File: config.mk
export PLATFORM = sky130hd
export DESIGN_NAME = eie_ctrl
export DESIGN_NICKNAME = d
export VERILOG_FILES = /design/src/rtl/eie_pkg.sv /design/src/rtl/eie_edge_if.sv /design/src/rtl/eie_ctrl.sv /design/src/rtl/eie_edge_det.sv
export SDC_FILE = /design/constraint.sdc
export NUM_CORES = 1
export LEC_CHECK = 0
export BUFFER_PORTS_ARGS = -buffer_cell sky130_fd_sc_hd__buf_2
export CAP_MARGIN = 20
export CORE_MARGIN = 1
export CORE_UTILIZATION = 30
export DETAILED_ROUTE_END_ITERATION = 8
export GPL_TIMING_DRIVEN = 0
export SLEW_MARGIN = 20
export SYNTH_ARGS = -nofsm -noshare
export SYNTH_HDL_FRONTEND = slang
export SYNTH_SLANG_ARGS = --single-unit
File: constraint.sdc
create_clock -name ref_clk_i -period 3.2 [get_ports ref_clk_i]
set_clock_uncertainty 0.05 [all_clocks]
set_input_delay 0.64 -clock ref_clk_i [delete_from_list [all_inputs] [get_ports ref_clk_i]]
set_output_delay 0.64 -clock ref_clk_i [all_outputs]
set_load 0.01 [all_outputs]
File: src/rtl/eie_pkg.sv
// Constants shared by the external interrupt edge block
package eie_pkg;
    // Edge sensitivity encodings for each line
    localparam logic [1:0] SENS_FALL     = 2'h0;
    localparam logic [1:0] SENS_RISE     = 2'h1;
    localparam logic [1:0] SENS_BOTH     = 2'h2;
    localparam logic [1:0] SENS_NONE     = 2'h3;
    // Number of cycles the detector is blanked per configuration access
    localparam int         BLANK_CYCLES  = 1;
    // Default number of external lines
    localparam int         LINES_DEF     = 8;
    // Vector code handed to the CPU when the source is not recognised
    localparam logic [3:0] VEC_RESET     = 4'h0;
    // Vector code of line 0; line k uses VEC_LINE_BASE + k
    localparam logic [3:0] VEC_LINE_BASE = 4'h1;
    // Reset value of the request flags
    localparam logic       FLAG_RST      = 1'b0;
endpackage : eie_pkg

File: src/rtl/eie_edge_if.sv
// Carrier between the controller and its edge detector
`timescale 1ns/1ps
interface eie_edge_if #(
    parameter int LINES = eie_pkg::LINES_DEF
);
    logic [LINES-1:0]   pin;
    logic [2*LINES-1:0] sens;
    logic               blank;
    logic [LINES-1:0]   det;
    modport ctrl (output pin, output sens, output blank, input det);
    modport det_side (input pin, input sens, input blank, output det);
endinterface : eie_edge_if

File: src/rtl/eie_ctrl.sv
// External interrupt controller: edge detection, request flags, vector hand-off
//
// Notes on behaviour
// - Edge detection is blanked for one cycle on a direction or option register access.
// - An edge inside the blanked cycle is lost: no flag, no request.
// - Request coinciding with its flag clear may make the CPU fetch the reset vector.
// - Clearing an enable bit never trips the hazard path, but with an ack in the same cycle it yields the reset vector code.
`timescale 1ns/1ps
module eie_ctrl #(
    parameter int LINES = eie_pkg::LINES_DEF
) (
    input  wire logic               ref_clk_i,
    input  wire logic               rst_i,
    input  wire logic               ce_i,
    input  wire logic [LINES-1:0]   pin_i,
    input  wire logic [2*LINES-1:0] sens_i,
    input  wire logic               dir_access_i,
    input  wire logic               opt_access_i,
    input  wire logic [LINES-1:0]   enable_i,
    input  wire logic [LINES-1:0]   flag_clr_i,
    input  wire logic               global_mask_i,
    input  wire logic               ack_i,
    output logic                    irq_o,
    output logic [LINES-1:0]        flag_o,
    output logic [3:0]              vector_o,
    output logic                    vector_valid_o,
    output logic                    reset_fetch_o
);
    typedef enum logic [1:0] {
        EIE_IDLE,
        EIE_REQ,
        EIE_HAZARD
    } eie_state_e;

    // Lowest numbered pending line wins; returns its vector code
    function automatic logic [3:0] eie_pick(input logic [LINES-1:0] act);
        logic [3:0] v;
        v = eie_pkg::VEC_RESET;
        for (int i = LINES - 1; i >= 0; i--) begin
            if (act[i]) begin
                v = 4'(eie_pkg::VEC_LINE_BASE + 4'(i));
            end
        end
        return v;
    endfunction : eie_pick

    eie_edge_if #(.LINES(LINES)) edge_bus ();

    logic [LINES-1:0] flag_q;
    logic [LINES-1:0] flag_d;
    logic [LINES-1:0] active;
    logic             collide;
    eie_state_e       state_q;
    eie_state_e       state_d;
    logic             irq_q;
    logic             irq_d;
    logic [3:0]       vec_q;
    logic [3:0]       vec_d;
    logic             vvld_q;
    logic             vvld_d;
    logic             rfetch_q;
    logic             rfetch_d;

    // Any access to the port configuration blanks the detector
    assign edge_bus.pin   = pin_i;
    assign edge_bus.sens  = sens_i;
    assign edge_bus.blank = dir_access_i | opt_access_i;

    eie_edge_det #(.LINES(LINES)) u_det (
        .ref_clk_i (ref_clk_i),
        .rst_i     (rst_i),
        .ce_i      (ce_i),
        .e         (edge_bus.det_side)
    );

    // Flags: a new edge wins over a clear in the same cycle
    always_comb begin
        flag_d = (flag_q & ~flag_clr_i) | edge_bus.det;
    end

    // Active request is an enabled flag or an enabled edge arriving now
    assign active = enable_i & (flag_q | edge_bus.det);

    // Collision of an active request with its own flag clear; the enable
    // bit gates active, so dropping it can never trip this path
    assign collide = |(active & flag_clr_i) & ~global_mask_i;

    // Request and vector sequencing
    always_comb begin
        state_d  = state_q;
        irq_d    = irq_q;
        vec_d    = vec_q;
        vvld_d   = 1'b0;
        rfetch_d = 1'b0;
        case (state_q)
            EIE_IDLE: begin
                irq_d = |(enable_i & flag_q) & ~global_mask_i;
                if (collide) begin
                    // Source is lost while the CPU is already committed
                    state_d = EIE_HAZARD;
                    irq_d   = 1'b1;
                end else if (irq_d) begin
                    state_d = EIE_REQ;
                end
            end
            EIE_REQ: begin
                if (collide) begin
                    state_d = EIE_HAZARD;
                end else if (ack_i) begin
                    vec_d   = eie_pick(enable_i & flag_q);
                    vvld_d  = 1'b1;
                    irq_d   = 1'b0;
                    state_d = EIE_IDLE;
                end else if (global_mask_i || !(|(enable_i & flag_q))) begin
                    // Masking or disabling withdraws the request quietly
                    irq_d   = 1'b0;
                    state_d = EIE_IDLE;
                end
            end
            EIE_HAZARD: begin
                if (ack_i) begin
                    // Unrecognised source: the reset vector is handed over
                    vec_d    = eie_pkg::VEC_RESET;
                    vvld_d   = 1'b1;
                    rfetch_d = 1'b1;
                    irq_d    = 1'b0;
                    state_d  = EIE_IDLE;
                end
            end
            default: begin
                state_d = EIE_IDLE;
                irq_d   = 1'b0;
            end
        endcase
    end

    // All state frozen while the clock enable is low
    always_ff @(posedge ref_clk_i) begin
        if (rst_i) begin
            flag_q   <= {LINES{eie_pkg::FLAG_RST}};
            state_q  <= EIE_IDLE;
            irq_q    <= 1'b0;
            vec_q    <= eie_pkg::VEC_RESET;
            vvld_q   <= 1'b0;
            rfetch_q <= 1'b0;
        end else if (ce_i) begin
            flag_q   <= flag_d;
            state_q  <= state_d;
            irq_q    <= irq_d;
            vec_q    <= vec_d;
            vvld_q   <= vvld_d;
            rfetch_q <= rfetch_d;
        end
    end

    assign irq_o          = irq_q;
    assign flag_o         = flag_q;
    assign vector_o       = vec_q;
    assign vector_valid_o = vvld_q;
    assign reset_fetch_o  = rfetch_q;
endmodule : eie_ctrl

File: src/rtl/eie_edge_det.sv
// Per-line edge detector with a blanking input
`timescale 1ns/1ps
module eie_edge_det #(
    parameter int LINES = eie_pkg::LINES_DEF
) (
    input  wire logic  ref_clk_i,
    input  wire logic  rst_i,
    input  wire logic  ce_i,
    eie_edge_if.det_side e
);
    logic [LINES-1:0] prev_q;
    logic [LINES-1:0] prev_d;

    // Previous level follows the pin in every enabled cycle, blanked or not, so a blanked edge is consumed
    always_comb begin
        prev_d = e.pin;
    end

    always_ff @(posedge ref_clk_i) begin
        if (rst_i) begin
            prev_q <= '0;
        end else if (ce_i) begin
            prev_q <= prev_d;
        end
    end

    // Edge qualification per line
    generate
        for (genvar k = 0; k < LINES; k++) begin : g_line
            logic rise;
            logic fall;
            logic hit;
            assign rise = e.pin[k] & ~prev_q[k];
            assign fall = ~e.pin[k] & prev_q[k];
            always_comb begin
                case (e.sens[2*k +: 2])
                    eie_pkg::SENS_FALL: hit = fall;
                    eie_pkg::SENS_RISE: hit = rise;
                    eie_pkg::SENS_BOTH: hit = rise | fall;
                    default:            hit = 1'b0;
                endcase
            end
            // Blanked cycle: edge neither latched nor requested
            assign e.det[k] = hit & ~e.blank & ce_i;
        end
    endgenerate
endmodule : eie_edge_det

==> results of run 1 <==
## power groups by stage
stage	clock, W	combinational (W)	sequential, W
floorplan	0	0.0000871	0.000336
global placement	0	0.000153	0.000336
detailed placement	0	0.000156	0.000336
CTS	0.000201	0.000157	0.000329
global route	0.000222	0.000177	0.000331
finish	0.000192	0.000157	0.000329
## cell families (layout without fill, tap and decap cells)
logic type / Yosys count / after routing / share of synthesized area [%]
AND/OR/NAND/NOR: 97 / 97 / 26.64
AO/OA/AOI/OAI: 66 / 66 / 25.66
buffers and inverters: 36 / 101 / 7.059
flip-flops: 25 / 25 / 24.55
adder cells (fa/ha/maj): 19 / 19 / 11.66
multiplexers: 9 / 9 / 4.420
## worst register-to-register path: cells and delay by family, from the launching register on
kind	cells	cell delay, ns
AND/OR/NAND/NOR	3	0.85
flip-flops	1	0.34
adder cells (fa/ha/maj)	1	0.27
AO/OA/AOI/OAI	3	0.54
## metal layers
| layer | GRT usage, % | vias to the layer above | share of wire (%) |
|---|---|---|---|
| li1 | - | 1044 | - |
| met3 | 3.343 | 11 | 4.5 |
| met1 | 19.82 | 965 | 46 |
| met4 | 5.547 | 0 | 2.1 |
| met5 | 0 | - | 0 |
| met2 | 28.46 | 58 | 48 |
## per-stage QoR
stage          hold WS [ns]  area [um^2]
2_1_floorplan        0.4132         2038
3_3_place_gp         0.4116         2440
3_5_place_dp         0.4208         2440
4_1_cts              0.4339         2485
5_1_grt              0.4459         2485
6_report             0.4213         2485
## layout by cell type (no fill, tap or decap), types with 2 or more instances in the layout
master     synthesis  routed
o211ai_1           7       7
nand2b_1          19      19
nand3b_1           8       8
or4_1              2       2
nor4_4             2       2
mux2i_1            9       9
nand4_1            5       5
a32oi_1            4       4
a31oi_4            2       2
nand2_1           25      25
dfxtp_1           25      25
nand3_1            8       8
nor2_1            19      19
clkbuf_8           0       3
a21o_1             8       8
clkbuf_1           3       4
inv_1             29      29
nor3_1             2       2
a22oi_1           13      13
a31oi_1            8       8
nor2b_1            2       2
buf_2              1      62
a221oi_1           2       2
a21oi_1            6       6
o2111ai_1          4       4
a211oi_1           2       2
ha_1              19      19
o21ai_0            3       3
## cell usage after synthesis, types with 3 or more instances
cell type,n
nand3_1,8
a21oi_1,6
a31oi_1,8
inv_1,29
nand3b_1,8
a22oi_1,13
o2111ai_1,4
a21o_1,8
a32oi_1,4
nor2_1,19
nand4_1,5
nand2b_1,19
clkbuf_1,3
o211ai_1,7
mux2i_1,9
dfxtp_1,25
o21ai_0,3
nand2_1,25
ha_1,19
## flip-flops by register name (all words and copies together) (netlist names)
register / flops
flag_o: 8
u_det.prev_q: 8
vector_o: 4
state_q: 2
irq_o: 1
reset_fetch_o: 1
vector_valid_o: 1
## cell type report
cell class | instances | area [um^2] | area share, %
Clock buffer | 4 | 45.04 | 1.813
Multi-Input combinational cell | 191 | 1394 | 56.09
Sequential cell | 25 | 500.5 | 20.14
Buffer | 6 | 31.28 | 1.259
Inverter | 30 | 112.6 | 4.532
Tap cell | 77 | 96.34 | 3.877
Timing Repair Buffer | 61 | 305.3 | 12.29
## worst paths after layout
path,startpoint,end,slack (ns)
setup / recovery,pin_i[6],vector_o[0]$_SDFFE_PP0P_,0.85
hold / removal,reset_fetch_o$_SDFFE_PP0P_,reset_fetch_o$_SDFFE_PP0P_,0.42
setup reg to reg,u_det.prev_q[6]$_SDFFE_PP0P_,vector_o[0]$_SDFFE_PP0P_,1.02
hold reg to reg,reset_fetch_o$_SDFFE_PP0P_,reset_fetch_o$_SDFFE_PP0P_,0.42
==> impl_metrics.py, run 1 <==
metrics = {
    "sta": {
        "rsz0062_at_grt": "no",
        "slew_headroom_pct": 61.26,
        "min_period_ns": 2.349,
        "final.setup.tns_ns": 0,
        "max_freq_mhz": 425.7,
        "final.period_utilization_pct": 73.41,
        "fin_ws_ns": 0.8509,
        "setup_violations": 0,
        "tightest_slew_ns": 0.5767,
        "slew_viol_final": 0,
        "hold_viol": 0,
    },
    "placement": {
        "post-dp-hpwl_um": 4408,
        "dp.cells": 390,
        "pre_cts_ws_ns": 0.5844,
        "gp_congestion": 0.8211,
        "portBuffers": 61,
    },
    "routing": {
        "vias": 2078,
        "wl_per_cell_um": 14.01,
        "drc": 3,
        "drtIter0Drc": 126,
        "dr.pass1.iters": 6,
        "via_per_inst": 5.274,
        "wirelength_um": 5520,
        "detail-route-antenna-nets": 0,
    },
    "clocking": {
        "cts-htree-levels": 1,
        "cts_max_path_buffers": 2,
        "cts_resized": 0,
        "clock_latency_ns": 0.27,
        "cts_setup_buffers": 0,
        "cts-root-buf": "clkbuf_8",
        "cts_buffers": 3,
        "hold_buffers": 0,
        "clock-sinks": 25,
        "tritoncts": "built",
        "cts.clk_slew.worst_paths_ns": 0.09,
    },
    "floorplan": {
        "pin_count": 62,
        "core_um2": 6459,
        "num_rows": 29,
        "die_y_um": 84.43,
        "dieArea_um2": 7128,
        "fp.dieW_um": 84.43,
        "initial_core_util_pct": 31.56,
    },
    "synth": {
        "synth-async-reset-ratio_pct": 0,
        "synth_ff_type": "dfxtp_1",
        "synthCells": 252,
        "synth_edf_count": 0,
        "avgSynthCellArea_um2": 8.088,
        "ys_ff_latch": 25,
        "yosys.area.top_type_share_pct": 24.55,
        "synth_warnings": 0,
        "ys_types": 42,
        "synth.area.top_cells": "dfxtp_1 (25%), ha_1 (12%), nand2b_1 (5.8%)",
        "synth_area_um2": 2038,
        "synth_top_cell_by_area": "dfxtp_1",
        "syn_nets": 318,
        "seq_area_frac_synth_pct": 24.55,
    },
    "critical_path": {
        "cp.buffers_inverters": 2,
        "critical_path_class": "primary input to register",
        "cp-end-kind": "register",
        "worstSetupStartpointType": "primary input",
        "required_ns": 3.30,
        "cp_slowest_cell": "or4_1",
        "cpPeakStageDelay_ns": 0.63,
        "worst_path_dominant_cell_family": "simple AND/OR/NAND/NOR gates",
        "cp_data_arrival_time_ns": 2.45,
        "worstPathMaxFanout": 4,
        "cp.depth": 9,
        "worstRegToRegCells": 7,
        "path_cells": "buf_2 -> inv_1 -> ha_1 -> nand2b_1 -> a21o_1 -> a31oi_1 -> or4_1 -> o2111ai_1 -> nand3_1",
    },
    "power_and_ir_drop": {
        "clkPwrFrac_pct": 28.3,
        "switching_share_pct": 29.33,
        "power_frac_seq_pct": 48.6,
        "pwr_density_cell_nw_per_um2": 272.7,
        "finalPower_w": 0.0006776,
        "switching_power_w": 0.0001987,
        "power_frac_comb_pct": 23.1,
        "p_int_w": 0.0004788,
        "p_leak_nw": 1.126,
        "vdd_drop_max_mv": 0.09986,
    },
    "flow_run": {
        "cap_violations": 0,
    },
    "outcome": {
        "status": "finished, violations left",
        "violations": "DRC",
    },
    "cells_and_area": {
        "drive_gt1_share_pct": 23.66,
        "final_cells": 394,
        "fillers": 702,
        "n_antenna_cell": 0,
        "postLayoutCoreUtil_pct": 38.47,
        "fin_nets": 384,
        "area_delta_synth_final_pct": 21.92,
    },
    "min_path": {
        "whs_path_depth": 2,
        "hp-class": "register to register",
    },
    "global_routing": {
        "grt_pass1_vias": 2028,
        "grt_pass1_wl_um": 9363,
        "grtUsageTotal_pct": 16.25,
        "grt_start_max_net_pins": 14,
        "gr-total-overflow": 0,
        "antenna_found_initial": 0,
    },
}
Power figures use the tool's default switching activity.
==> run 2: changes to the inputs <==
Settings changed: ABC_AREA set to 1.
Clock period 3.2 ns to 2.1 ns, I/O delays scaled along.
==> run 2 against run 1 <==
Power is 62% higher. Hold slack worse by 0.13 ns. The run now ends clean. Critical path depth is 5 higher. Synthesized cell count rose by 15%. Setup slack got worse by 0.61 ns. Largest power group unchanged. Largest cell class unchanged. Clock power increased by 59%. Highest routed layer unchanged. Count of clock-buffer cells in the layout is 1 lower. Die area fell by 11%.
==> impl_metrics.py, run 2 <==
metrics = {
    "clocking": {
        "tritoncts": "built",
        "cts_setup_buffers": 0,
        "clock_latency_ns": 0.28,
        "cts_max_path_buffers": 2,
        "cts_resized": 0,
        "cts-htree-levels": 1,
        "cts.clk_slew.worst_paths_ns": 0.10,
        "cts-root-buf": "clkbuf_8",
        "hold_buffers": 0,
        "cts_buffers": 3,
        "clock-sinks": 25,
    },
    "critical_path": {
        "cpPeakStageDelay_ns": 0.34,
        "worstRegToRegCells": 14,
        "r2r_slack_ns": 0.24,
        "worstSetupStartpointType": "register",
        "cp-end-kind": "register",
        "path_cells": "ha_1 -> nand2_1 -> nand2_1 -> o21ai_1 -> nand2_1 -> nand2_1 -> nand2_1 -> nand2_1 -> nor2_2 -> nand2_4 -> nand3_4 -> nand2_2 -> a21oi_1 -> nor3_2",
        "required_ns": 2.20,
        "cp_slowest_cell": "dfxtp_1",
        "r2r-start": "u_det.prev_q[0]$_SDFFE_PP0P_",
        "reg2reg_to": "vector_o[3]$_SDFFE_PP0P_",
        "worstPathMaxFanout": 7,
        "crit_top_cell": "nand2_1",
        "cp_data_arrival_time_ns": 1.96,
        "critical_path_class": "register to register",
    },
    "routing": {
        "wl_per_cell_um": 10.64,
        "m1WireLength_um": 2196,
        "drc": 0,
        "vias": 1917,
        "detail-route-antenna-nets": 0,
        "via_per_inst": 4.489,
        "drtIter0Drc": 76,
        "dr_wl_met3_um": 247,
        "wl_met2_um": 2072,
        "dr.pass1.iters": 4,
        "wirelength_um": 4542,
        "highest_layer": "met4",
    },
    "power_and_ir_drop": {
        "p_int_w": 0.0007450,
        "power_frac_comb_pct": 25.5,
        "pwr_density_cell_nw_per_um2": 485.7,
        "p_leak_nw": 1.269,
        "switching_share_pct": 32.19,
        "power_frac_seq_pct": 46.6,
        "vdd_drop_max_mv": 0.2548,
        "switching_power_w": 0.0003537,
        "clkPwrFrac_pct": 27.9,
    },
    "sta": {
        "slew_viol_final": 0,
        "rsz0062_at_grt": "no",
        "tightest_slew_ns": 0.4693,
        "slew_headroom_pct": 68.72,
        "setup_violations": 0,
        "hold_ws_ns": 0.2903,
        "max_freq_mhz": 537.7,
        "hold_viol": 0,
        "min_period_ns": 1.860,
        "final.period_utilization_pct": 88.56,
    },
    "global_routing": {
        "grt_start_max_net_pins": 16,
        "grt_pass1_vias": 1718,
        "gr-total-overflow": 0,
        "antenna_found_initial": 0,
        "grtUsageTotal_pct": 15.02,
        "grt_pass1_wl_um": 7514,
    },
    "flow_run": {
        "cap_violations": 0,
    },
    "placement": {
        "gp_congestion": 0.7729,
        "dp.cells": 423,
        "post-dp-hpwl_um": 3716,
        "portBuffers": 60,
    },
    "synth": {
        "ys_ff_latch": 25,
        "avgSynthCellArea_um2": 6.247,
        "netlist_top_cells_count": "nand2_1 (98), inv_1 (48), dfxtp_1 (25), nor2_1 (25), a21oi_1 (20)",
        "synth_most_common_cell": "nand2_1",
        "synthCells": 291,
        "ys_types": 22,
        "synth_warnings": 0,
        "synth_top_cell_by_area": "dfxtp_1",
        "seq_area_frac_synth_pct": 27.53,
        "yosys.area.top_type_share_pct": 27.53,
        "syn_nets": 357,
        "synth_area_um2": 1818,
        "synth-async-reset-ratio_pct": 0,
        "synth_ff_type": "dfxtp_1",
        "synth_edf_count": 0,
        "synth.area.top_cells": "dfxtp_1 (28%), nand2_1 (20%), ha_1 (13%)",
    },
    "min_path": {
        "hold_end": "flag_o[6]$_SDFFE_PP0P_",
        "whs_path_depth": 2,
        "hp-start": "flag_clr_i[6]",
        "hp-class": "primary input to register",
    },
    "floorplan": {
        "num_rows": 27,
        "core_um2": 5675,
        "die_y_um": 79.85,
        "dieArea_um2": 6375,
        "initial_core_util_pct": 32.03,
        "fp.dieW_um": 79.85,
        "pin_count": 62,
    },
    "cells_and_area": {
        "layout_common_cells": "nand2_1 (98), buf_2 (60), inv_1 (48)",
        "fin_nets": 422,
        "final_cells": 427,
        "drive_gt1_share_pct": 21.97,
        "final_common_cell": "nand2_1",
        "area_delta_synth_final_pct": 24.43,
        "n_antenna_cell": 0,
    },
    "outcome": {
        "status": "finished, final reports clean",
    },
}
==> run 2: cell count changes after synthesis, moves of 7 or more <==
| cell | previous run | this run |
|---|---|---|
| nand2_1 | 25 | 98 |
| inv_1 | 29 | 48 |
| nand2b_1 | 19 | 0 |
| a21oi_1 | 6 | 20 |
| a22oi_1 | 13 | 0 |
| mux2i_1 | 9 | 0 |
| a21o_1 | 8 | 0 |
| nand3b_1 | 8 | 0 |
| o211ai_1 | 7 | 0 |
| o21ai_0 | 3 | 10 |
==> run 2: cell type report <==
type | instances | area, um^2
timing repair buffer | 60 | 300.3
inverter | 51 | 191.4
tap | 72 | 90.09
clock buffer | 3 | 41.29
sequential | 25 | 500.5
clock inverter | 1 | 7.507
multi-input combinational | 210 | 1112
buffer | 5 | 18.77
fill | 634 | 3413
==> run 2: power by group through the flow <==
stage | clock [W] | combinational (W) | sequential [W]
floorplan | 0 | 0.000175 | 0.000524
global placement | 0 | 0.000277 | 0.000523
detailed placement | 0 | 0.000282 | 0.000523
CTS | 0.000315 | 0.000283 | 0.000513
global route | 0.000334 | 0.000324 | 0.000517
finish | 0.000306 | 0.000280 | 0.000512
==> run 2: logic make-up after synthesis <==
| logic type | Yosys count | synth area share, % |
|---|---|---|
| compound gates | 47 | 13.76 |
| buf+inv | 56 | 11.56 |
| flops | 25 | 27.53 |
| fa+ha+maj | 19 | 13.08 |
| simple gates | 144 | 34.07 |
==> run 2: worst max-delay path: cells and delay by family, from the launching register on <==
kind                     cells  cell delay, ns
AND/OR/NAND/NOR             11            0.85
flip-flops                   1            0.34
AO/OA/AOI/OAI                2            0.22
adder cells (fa/ha/maj)      1            0.27
==> run 2: worst max path at each step <==
stage | from | end | slack [ns] | cells past startpoint
final | u_det.prev_q[0]$_SDFFE_PP0P_ | vector_o[3]$_SDFFE_PP0P_ | 0.24 | 14
after global routing | u_det.prev_q[4]$_SDFFE_PP0P_ | vector_o[3]$_SDFFE_PP0P_ | 0.02 | 14
after CTS | u_det.prev_q[0]$_SDFFE_PP0P_ | vector_o[3]$_SDFFE_PP0P_ | 0.19 | 14
after detailed placement | pin_i[0] | vector_o[3]$_SDFFE_PP0P_ | -0.04 | 16
after global placement | pin_i[5] | vector_o[3]$_SDFFE_PP0P_ | -0.04 | 16
after floorplan | pin_i[5] | irq_o$_SDFFE_PP0P_ | 0.24 | 15
==> run 2: metal layers <==
| metal | vias up | track usage (%) |
|---|---|---|
| met4 | 0 | 3.214 |
| met5 | - | 0 |
| met1 | 829 | 19.19 |
| li1 | 1038 | - |
| met3 | 4 | 2.857 |
| met2 | 46 | 25.98 |
==> run 2: metrics by stage <==
step / TNS [ns] / setup WS [ns] / util [%] / cell area [um^2] / power [W]
finish: 0 / 0.2401 / 39.86 / 2262 / 0.001099
global route: 0 / 0.02071 / 39.86 / 2262 / 0.001175
CTS: 0 / 0.1869 / 39.77 / 2257 / 0.001111
detailed placement: -0.1052 / -0.03939 / 38.91 / 2208 / 0.0008048
global placement: -0.06777 / -0.04036 / 38.91 / 2208 / 0.0008004
floorplan: 0 / 0.2411 / - / 1818 / 0.0006990
